## config.mk

```make
export PLATFORM = sky130hd
export DESIGN_NAME = qpc_counter
export DESIGN_NICKNAME = d
export VERILOG_FILES = /design/src/rtl/qpc_pkg.sv /design/src/rtl/qpc_sync.sv /design/src/rtl/qpc_scale.sv /design/src/rtl/qpc_counter.sv
export SDC_FILE = /design/constraint.sdc
export NUM_CORES = 2
export LEC_CHECK = 0
export ABC_AREA = 1
export BUFFER_PORTS_ARGS = -buffer_cell sky130_fd_sc_hd__buf_2
export CAP_MARGIN = 5
export CORE_UTILIZATION = 38
export CTS_CLUSTER_DIAMETER = 50
export DETAILED_ROUTE_END_ITERATION = 10
export GPL_ROUTABILITY_DRIVEN = 0
export GPL_TIMING_DRIVEN = 0
export PLACE_DENSITY = 0.53
export SYNTH_ARGS = -nofsm -noshare
export SYNTH_HDL_FRONTEND = slang
export SYNTH_SLANG_ARGS = --single-unit
```

## constraint.sdc

```tcl
create_clock -name core_clk -period 8.99 [get_ports core_clk]
set_input_delay 0.899 -clock core_clk [delete_from_list [all_inputs] [get_ports core_clk]]
set_output_delay 0.899 -clock core_clk [all_outputs]
set_load 0.005 [all_outputs]
```

## src/rtl/qpc_pkg.sv

```systemverilog
// constants, types and helpers shared by the quadrature position counter
`default_nettype none
package qpc_pkg;

   // ***************************
   // register byte addresses
   // ***************************
   localparam logic [7:0] ADDR_CTRL = 8'h00;
   localparam logic [7:0] ADDR_STATUS = 8'h04;
   localparam logic [7:0] ADDR_COUNT = 8'h08;
   localparam logic [7:0] ADDR_SCALE = 8'h0C;
   localparam logic [7:0] ADDR_OFFSET = 8'h10;
   localparam logic [7:0] ADDR_ANGLE = 8'h14;
   localparam logic [7:0] ADDR_LATCH = 8'h18;

   // ***************************
   // control field positions
   // ***************************
   localparam int CTRL_PREC_LSB = 0;
   localparam int CTRL_RST_EACH = 2;
   localparam int CTRL_RST_INV = 3;
   localparam int CTRL_EV_LSB = 4;
   localparam int CTRL_CNT_EN = 7;
   localparam int CTRL_SOFT_CLR = 8;
   localparam int CTRL_WIDTH = 8;

   // ***************************
   // status field positions
   // ***************************
   localparam int STAT_CNT_LVL = 0;
   localparam int STAT_DIR_LVL = 1;
   localparam int STAT_RST_LVL = 2;
   localparam int STAT_RST_ACT = 3;
   localparam int STAT_INVALID = 8;
   localparam int STAT_RST_SEEN = 9;

   // ***************************
   // reset values
   // ***************************
   localparam logic [7:0] CTRL_RESET = 8'h84;
   localparam logic [31:0] SCALE_RESET = 32'h0001_5753;
   localparam logic [31:0] OFFSET_RESET = 32'h0000_0000;
   localparam logic [31:0] FULL_TURN_UDEG = 32'h1575_2A00;

   // ***************************
   // types
   // ***************************
   typedef enum logic [1:0] {
      PREC_SINGLE,
      PREC_DOUBLE,
      PREC_QUAD
   } qpc_prec_type;

   // ***************************
   // byte-lane merge for writes
   // ***************************
   function automatic logic [31:0] qpc_merge(
      input logic [31:0] old_v,
      input logic [31:0] new_v,
      input logic [3:0] sel
   );
      logic [31:0] r;
      r = old_v;
      for (int i = 0; i < 4; i++) begin
         if (sel[i]) begin
            r[i*8 +: 8] = new_v[i*8 +: 8];
         end
      end
      return r;
   endfunction

endpackage
`default_nettype wire

```

## src/rtl/qpc_sync.sv

```systemverilog
// two-flop synchroniser for the encoder pins
`default_nettype none
module qpc_sync
   import qpc_pkg::*;
#(
   parameter int WIDTH = 3
) (
   // clock and reset
   input wire logic core_clk,
   input wire logic resetn,
   // pins and synchronised levels
   input wire logic [WIDTH-1:0] pin_i,
   output logic [WIDTH-1:0] sync_o
);

   logic [WIDTH-1:0] meta_q;
   logic [WIDTH-1:0] sync_q;

   always_ff @(posedge core_clk or negedge resetn) begin
      if (!resetn) begin
         meta_q <= '0;
         sync_q <= '0;
      end else begin
         meta_q <= pin_i;
         sync_q <= meta_q;
      end
   end

   assign sync_o = sync_q;

endmodule // qpc_sync
`default_nettype wire

```

## src/rtl/qpc_scale.sv

```systemverilog
// count to angle conversion, clamped to one revolution
`default_nettype none
module qpc_scale
   import qpc_pkg::*;
(
   // clock and reset
   input wire logic core_clk,
   input wire logic resetn,
   // raw count and conversion settings
   input wire logic [31:0] count_i,
   input wire logic [31:0] scale_i,
   input wire logic [31:0] offset_i,
   // angle in microdegrees
   output logic [31:0] angle_o
);

   logic signed [32:0] scale_s;
   logic signed [64:0] prod_s;
   logic signed [64:0] sum_s;
   logic [31:0] angle_d;
   logic [31:0] angle_q;

   assign scale_s = $signed({1'b0, scale_i});
   assign prod_s = 65'($signed(count_i) * scale_s);
   assign sum_s = prod_s + $signed({{33{offset_i[31]}}, offset_i});
   // unipolar span: below zero pins at zero, above a turn pins at a turn
   assign angle_d = sum_s[64] ? 32'h0000_0000 :
                    (sum_s > $signed({33'h0_0000_0000, FULL_TURN_UDEG})) ?
                    FULL_TURN_UDEG : sum_s[31:0];

   always_ff @(posedge core_clk or negedge resetn) begin
      if (!resetn) begin
         angle_q <= '0;
      end else begin
         angle_q <= angle_d;
      end
   end

   assign angle_o = angle_q;

endmodule // qpc_scale
`default_nettype wire

```

## src/rtl/qpc_counter.sv

```systemverilog
// quadrature position counter channel with wishbone register access
// How it works
// - three inputs: reset, direction, count; each also an event input.
// - quadrature mode follows transitions among the four combined phase states.
// - single precision counts only on count-input rising edges.
// - single precision is the default coupling after reset.
// - double precision counts both edges of the count input.
// - quad precision counts every edge of both inputs.
// - with per-pulse reset mode, each reset pulse clears the counter.
// - in per-pulse reset mode, reset input high clears to zero; inversion makes low active.
// - in per-pulse reset mode, counter holds zero while reset is active, resumes after release.
// - each input is visible as its own event output, individually enabled.
// - angle equals count times scale plus offset, scale default 87.891 millidegrees.
// - angle output spans zero to one full turn.
//
// Chosen here: the register offsets and the Wishbone register port.
`default_nettype none
module qpc_counter
   import qpc_pkg::*;
(
   // clock and reset
   input wire logic core_clk,
   input wire logic resetn,
   // wishbone slave
   input wire logic wb_cyc_i,
   input wire logic wb_stb_i,
   input wire logic wb_we_i,
   input wire logic [7:0] wb_adr_i,
   input wire logic [3:0] wb_sel_i,
   input wire logic [31:0] wb_dat_i,
   output logic [31:0] wb_dat_o,
   output logic wb_ack_o,
   // encoder pins
   input wire logic phase_a_input,
   input wire logic phase_b_input,
   input wire logic index_reset_input,
   // event channels
   output logic event_cnt_o,
   output logic event_dir_o,
   output logic event_rst_o,
   // position results
   output logic [31:0] count_o,
   output logic [31:0] angle_o
);

   // ***************************
   // pin synchronisation
   // ***************************
   logic [2:0] pins_sync;
   logic a_s;
   logic b_s;
   logic r_s;

   qpc_sync #(
      .WIDTH(3)
   ) u_sync (
      .core_clk(core_clk),
      .resetn(resetn),
      .pin_i({index_reset_input, phase_b_input, phase_a_input}),
      .sync_o(pins_sync)
   );

   assign a_s = pins_sync[0];
   assign b_s = pins_sync[1];
   assign r_s = pins_sync[2];

   // ***************************
   // registers
   // ***************************
   logic [CTRL_WIDTH-1:0] ctrl_q;
   logic [CTRL_WIDTH-1:0] ctrl_d;
   logic [31:0] scale_q;
   logic [31:0] scale_d;
   logic [31:0] offset_q;
   logic [31:0] offset_d;
   logic [31:0] count_q;
   logic [31:0] count_d;
   logic [31:0] latch_q;
   logic invalid_q;
   logic rst_seen_q;
   logic soft_clr_q;
   logic a_prev_q;
   logic b_prev_q;
   logic rst_act_prev_q;
   logic ack_q;
   logic [31:0] rdata_q;
   logic [31:0] rdata_d;
   logic ev_cnt_q;
   logic ev_dir_q;
   logic ev_rst_q;

   // ***************************
   // bus decode
   // ***************************
   logic bus_req;
   logic bus_wr;
   logic wr_ctrl;
   logic wr_status;
   logic wr_scale;
   logic wr_offset;
   logic [31:0] ctrl_wide;
   logic [31:0] status_word;
   logic [31:0] w1c_bits;

   assign bus_req = wb_cyc_i & wb_stb_i & ~ack_q;
   assign bus_wr = bus_req & wb_we_i;
   assign wr_ctrl = bus_wr & (wb_adr_i == ADDR_CTRL);
   assign wr_status = bus_wr & (wb_adr_i == ADDR_STATUS);
   assign wr_scale = bus_wr & (wb_adr_i == ADDR_SCALE);
   assign wr_offset = bus_wr & (wb_adr_i == ADDR_OFFSET);
   assign ctrl_wide = qpc_merge({24'h00_0000, ctrl_q}, wb_dat_i, wb_sel_i);
   assign w1c_bits = qpc_merge(32'h0000_0000, wb_dat_i, wb_sel_i);

   assign ctrl_d = wr_ctrl ? ctrl_wide[CTRL_WIDTH-1:0] : ctrl_q;
   assign scale_d = wr_scale ? qpc_merge(scale_q, wb_dat_i, wb_sel_i) : scale_q;
   assign offset_d = wr_offset ? qpc_merge(offset_q, wb_dat_i, wb_sel_i) : offset_q;

   // ***************************
   // control fields
   // ***************************
   qpc_prec_type prec;
   logic rst_each;
   logic rst_inv;
   logic [2:0] ev_en;
   logic cnt_en;

   assign prec = qpc_prec_type'(ctrl_q[CTRL_PREC_LSB +: 2]);
   assign rst_each = ctrl_q[CTRL_RST_EACH];
   assign rst_inv = ctrl_q[CTRL_RST_INV];
   assign ev_en = ctrl_q[CTRL_EV_LSB +: 3];
   assign cnt_en = ctrl_q[CTRL_CNT_EN];

   // ***************************
   // reset input handling
   // ***************************
   logic rst_act;
   logic rst_hold;
   logic rst_rise;

   assign rst_act = r_s ^ rst_inv;
   assign rst_hold = rst_each & rst_act;
   assign rst_rise = rst_hold & ~rst_act_prev_q;

   // ***************************
   // quadrature decode
   // ***************************
   logic a_chg;
   logic b_chg;
   logic both_chg;
   logic a_rise;
   logic step_up;
   logic step_en;

   assign a_chg = a_s ^ a_prev_q;
   assign b_chg = b_s ^ b_prev_q;
   assign both_chg = a_chg & b_chg;
   assign a_rise = a_chg & a_s & ~b_chg;
   // a leading b walks 00,10,11,01: up when new a differs from old b
   assign step_up = a_s ^ b_prev_q;

   always_comb begin
      step_en = 1'b0;
      unique case (prec)
         PREC_DOUBLE: begin
            step_en = a_chg & ~b_chg;
         end
         PREC_QUAD: begin
            step_en = (a_chg ^ b_chg);
         end
         default: begin
            step_en = a_rise;
         end
      endcase
   end

   // ***************************
   // count update
   // ***************************
   logic count_step;

   assign count_step = cnt_en & step_en & ~both_chg;

   always_comb begin
      count_d = count_q;
      if (rst_hold) begin
         count_d = 32'h0000_0000;
      end else if (soft_clr_q) begin
         count_d = 32'h0000_0000;
      end else if (count_step) begin
         count_d = step_up ? count_q + 32'h0000_0001 : count_q - 32'h0000_0001;
      end
   end

   // ***************************
   // read data
   // ***************************
   assign status_word = {22'h00_0000, rst_seen_q, invalid_q, 4'h0, rst_act, r_s, b_s, a_s};

   always_comb begin
      rdata_d = 32'h0000_0000;
      unique case (wb_adr_i)
         ADDR_CTRL: rdata_d = {24'h00_0000, ctrl_q};
         ADDR_STATUS: rdata_d = status_word;
         ADDR_COUNT: rdata_d = count_q;
         ADDR_SCALE: rdata_d = scale_q;
         ADDR_OFFSET: rdata_d = offset_q;
         ADDR_ANGLE: rdata_d = angle_o;
         ADDR_LATCH: rdata_d = latch_q;
         default: rdata_d = 32'h0000_0000;
      endcase
   end

   // ***************************
   // register processes
   // ***************************
   always_ff @(posedge core_clk or negedge resetn) begin
      if (!resetn) begin
         ctrl_q <= CTRL_RESET;
         scale_q <= SCALE_RESET;
         offset_q <= OFFSET_RESET;
      end else begin
         ctrl_q <= ctrl_d;
         scale_q <= scale_d;
         offset_q <= offset_d;
      end
   end

   always_ff @(posedge core_clk or negedge resetn) begin
      if (!resetn) begin
         soft_clr_q <= 1'b0;
      end else begin
         soft_clr_q <= wr_ctrl & ctrl_wide[CTRL_SOFT_CLR];
      end
   end

   always_ff @(posedge core_clk or negedge resetn) begin
      if (!resetn) begin
         count_q <= '0;
         a_prev_q <= 1'b0;
         b_prev_q <= 1'b0;
         rst_act_prev_q <= 1'b0;
      end else begin
         count_q <= count_d;
         a_prev_q <= a_s;
         b_prev_q <= b_s;
         rst_act_prev_q <= rst_hold;
      end
   end

   // revolution count captured just before the reset clears it
   always_ff @(posedge core_clk or negedge resetn) begin
      if (!resetn) begin
         latch_q <= '0;
      end else if (rst_rise) begin
         latch_q <= count_q;
      end
   end

   // sticky flags: a new event wins over a clear in the same cycle
   always_ff @(posedge core_clk or negedge resetn) begin
      if (!resetn) begin
         invalid_q <= 1'b0;
         rst_seen_q <= 1'b0;
      end else begin
         invalid_q <= both_chg | (invalid_q & ~(wr_status & w1c_bits[STAT_INVALID]));
         rst_seen_q <= rst_rise | (rst_seen_q & ~(wr_status & w1c_bits[STAT_RST_SEEN]));
      end
   end

   always_ff @(posedge core_clk or negedge resetn) begin
      if (!resetn) begin
         ack_q <= 1'b0;
         rdata_q <= '0;
      end else begin
         ack_q <= bus_req;
         rdata_q <= bus_req ? rdata_d : 32'h0000_0000;
      end
   end

   always_ff @(posedge core_clk or negedge resetn) begin
      if (!resetn) begin
         ev_cnt_q <= 1'b0;
         ev_dir_q <= 1'b0;
         ev_rst_q <= 1'b0;
      end else begin
         ev_cnt_q <= a_s & ev_en[0];
         ev_dir_q <= b_s & ev_en[1];
         ev_rst_q <= r_s & ev_en[2];
      end
   end

   // ***************************
   // angle conversion
   // ***************************
   qpc_scale u_scale (
      .core_clk(core_clk),
      .resetn(resetn),
      .count_i(count_q),
      .scale_i(scale_q),
      .offset_i(offset_q),
      .angle_o(angle_o)
   );

   // ***************************
   // outputs
   // ***************************
   assign wb_ack_o = ack_q;
   assign wb_dat_o = rdata_q;
   assign count_o = count_q;
   assign event_cnt_o = ev_cnt_q;
   assign event_dir_o = ev_dir_q;
   assign event_rst_o = ev_rst_q;

endmodule // qpc_counter
`default_nettype wire

```

==> metrics.md <==
| Metric | Value |
|---|---|
| Status | `finished, final reports clean` |
| Worst setup margin | `228 ps` |
| Number of failing setup endpoints in the final timing report | `0` |
| Core area | `0.126 sq mm` |
| Util after Layout | `41.7%` |
| FP Rows | `130` |
| Number of clock sinks seen by CTS | `216` |
| Post-synth EDFFs | `0` |
| Die boundary width | `358 microns` |
| Vertical die dimension | `358 microns` |
| Layout area overhead | `8.74%` |
| Buffer type at the clock tree root | `sky130_fd_sc_hd__clkbuf_16` |
| Combined flip-flop and latch cell area | `0.00545 sq mm` |
| Met1 track demand over resource in global routing | `42.8%` |
| FFs w/ async S/R, synth | `100%` |
| Number of buffers added by the clock tree synthesis step | `20` |
| Antenna-violating nets left | `0` |
| Part of the power in the clock network | `40.7%` |
| Count of vias placed by the detailed router | `41,800` |
| Starting density of the core | `38.4%` |
| Final std cells w/o fill | `8,154` |
| Cells after Synth | `6,333` |
| Number of optimization iterations in the first detailed-route pass | `10` |
| R2r endpoint | `u_scale.angle_o[15]` |
| Portion of total power attributed to sequential cells | `44.3%` |
| Final Slew Violations | `0` |
| Critical Path Max Stage Delay | `640 ps` |
| Area share of the largest cell type after synthesis | `39.9%` |
| Fin crit period | `8760 ps` |
| Pre-CTS worst setup slack | `-1070 ps` |
| Worst Tran Pin Value | `1150 ps` |
| Post-Place Cell Area | `0.0512 sq mm` |
| Area of the multi-input gates | `0.0348 sq mm` |
| Cell internal pwr | `1.66 mW` |
| Maximum level of the CTS H-tree | `1` |
| Achievable clock frequency | `114 MHz` |
| Clock Skews | `20.1 ps` |
| Origin of the critical flop-to-flop path | `count_o[25]` |
| Area of the die | `0.128 sq mm` |
| Global-route wire length before repair | `289,000 microns` |
| Switching pwr | `0.740 mW` |
| Total length of routed wires | `197,000 microns` |
| DRC | `0` |
| Pin count of the biggest net entering global routing | `76` |
| Mapped cell area | `0.0482 sq mm` |
| VDD IR max | `0.120 mV` |
| Normalized max-slew margin | `23.3%` |
| Grt met3 use | `8.90%` |
| Worst-path clk slew | `70 ps` |
| Total of flip-flops plus latches after synthesis | `216` |
| Synth cell types | `51` |
| Number of global-route vias before repair | `41,900` |
| Hold Violations, Final | `0` |
| Mean number of vias per cell | `5.13` |
| Maximum clock path buffer count | `3` |
| Largest cells by area after synthesis | `sky130_fd_sc_hd__fa_1, sky130_fd_sc_hd__inv_1, sky130_fd_sc_hd__nand2_1` |
| Worst-path cell with the longest stage delay | `sky130_fd_sc_hd__fa_1` |
| Crit share post-route | `97.5%` |
| Net Sw Frac | `30.8%` |
| Met2 global-route usage | `46.6%` |
| Top-Level Pins | `152` |
| Setup TNS | `0 ps` |
| Port Buffers | `151` |
| Global-route total usage across every layer | `31.4%` |
| Required time worst endpoint | `9450 ps` |
| Avg Inst Size Synth | `7.61 sq um` |
| Fraction of final layout cells sized beyond drive strength 1 | `8.02%` |
| Overall power after layout | `2.40 mW` |
| Dominant synthesized flop cell | `sky130_fd_sc_hd__dfrtp_1` |
| Sequential fraction of the synthesis area | `11.2%` |
| Placed Cells | `8,142` |
| Final instance area | `0.0524 sq mm` |
| Combinational Power Share | `15.1%` |
| Count of max-cap constraint violations | `0` |
| 1st-iter DRT viols | `4,121` |
| Final HPWL DP | `167,000 microns` |
| Post-DR wirelength/cell | `24.2 microns` |
| Type of the tightest min-delay check | `input port to async pin` |
| Clock tree from TritonCTS | `done` |
| Crit path DAT | `9220 ps` |
| Flop-to-flop setup slack | `230 ps` |
| Yosys warns | `0` |
| Final net count | `7,814` |
| Remaining Overflow, GRT | `0` |
| Maximum net fanout on the critical path | `10` |
| Worst-skew pair later-pin latency | `530 ps` |
| Top cell types by occurrence after synthesis | `sky130_fd_sc_hd__inv_1, sky130_fd_sc_hd__nand2_1, sky130_fd_sc_hd__fa_1, sky130_fd_sc_hd__ha_1, sky130_fd_sc_hd__clkbuf_1` |
| Initial antenna violation count | `9` |
| Hold WS | `301 ps` |
| Cell seen most often among critical-path stages | `sky130_fd_sc_hd__nand2_1` |
| GR peak layer | `met2` |
| Library cell with the largest summed area after synthesis | `sky130_fd_sc_hd__fa_1` |
| Startpoint types | `register` |
| Worst Reg-to-Reg Cells | `36` |
| Most repeated cell in the gate-level netlist after synthesis | `sky130_fd_sc_hd__inv_1` |
| Static power due to leakage | `30.8 nW` |
| Post-CTS Hold Buffers | `0` |
| Nature of the critical path endpoint | `register` |
| Fill cell instance count of the final layout | `13,100` |
| Crit Path Class | `register to register` |
| Power per unit of standard cell area | `45.8 mW/mm^2` |
sequential cells by signal (all words and copies together), names as in the netlist, 3 cells and up:
name,cells
u_scale.angle_o,32
scale_q,32
latch_q,32
offset_q,32
ctrl_q,8
wb_dat_o,32
u_sync.sync_o,3
u_sync.meta_q,3
count_o,32
power groups by stage:
stage               Sequential (mW)  Clock (mW)  Combinational [mW]
finish                         1.06       0.977               0.362
global route                   1.06        1.02               0.391
CTS                            1.06       0.977               0.355
detailed placement             1.07           0               0.355
global placement               1.07           0               0.346
floorplan                      1.04           0               0.176
per-layer routing:
layer  vias up  wire length (microns)
met5         -                     98
met4        12                  10800
met3       444                  23300
met2      2199                  83800
met1     20800                  79200
li1      18400                      -
how the worst max path moves through the flow:
stage	to	start	depth (start not counted)	slack, ps
5_1_grt	u_scale.angle_o[15]	count_o[22]	38	-30
6_report	u_scale.angle_o[15]	count_o[25]	36	230
4_1_cts	u_scale.angle_o[20]	scale_q[11]	37	6
2_1_floorplan	u_scale.angle_o[11]	scale_q[16]	38	1620
3_3_place_gp	u_scale.angle_o[18]	count_o[14]	32	-910
3_5_place_dp	u_scale.angle_o[20]	count_o[16]	34	-1070
cells by family (layout without fill, tap and decap cells):
family,after synthesis,after routing,share of synthesized area (%)
AOI/OAI and AO/OA,415,415,4.97
xor gates and xnor gates,26,26,0.472
adders and majority gates,1277,1277,48.1
buffers and inverters,2143,2307,16.7
DFF,216,216,11.2
other,1,8,0.00778
and+or+nand+nor,2255,2255,18.5
cells in the final DEF, fill, tap and decap left out, drive strengths merged, types with 14 or more instances in the layout:
| cell type | count |
|---|---|
| inv | 1841 |
| nand2 | 1798 |
| fa | 962 |
| ha | 315 |
| nor2 | 251 |
| clkbuf | 234 |
| buf | 218 |
| dfrtp | 204 |
| o21ai | 157 |
| a21oi | 128 |
| nand3 | 128 |
| o22ai | 34 |
| a31oi | 26 |
| nand4 | 20 |
| or2 | 17 |
| nand3b | 14 |
| a221oi | 14 |
| xnor2 | 14 |
area by class of cell:
cell class,count,share of cell area (%)
Multi-Input combinational cell,3976,66.5
Timing Repair Buffer,159,1.72
Clock inverter,13,0.367
Antenna cell,5,0.0239
Clock buffer,23,1.01
Tap cell,1650,3.94
Sequential cell,216,10.4
Inverter,1841,13.2
Buffer,271,2.91
worst max-delay path, delay by kind of cell, from the launching register on:
kind	cells	cell delay, ps
adders and majority gates	9	4550
and+or+nand+nor	18	2080
buffers and inverters	8	1400
DFF	1	450
AOI/OAI and AO/OA	1	170
repair_timing:
action	in CTS	in global routing
buffers inserted	0	2
setup endpoints to repair	29	29
pin swaps	0	1
gates resized for setup	205	281
(Power assumes the default switching activity.)
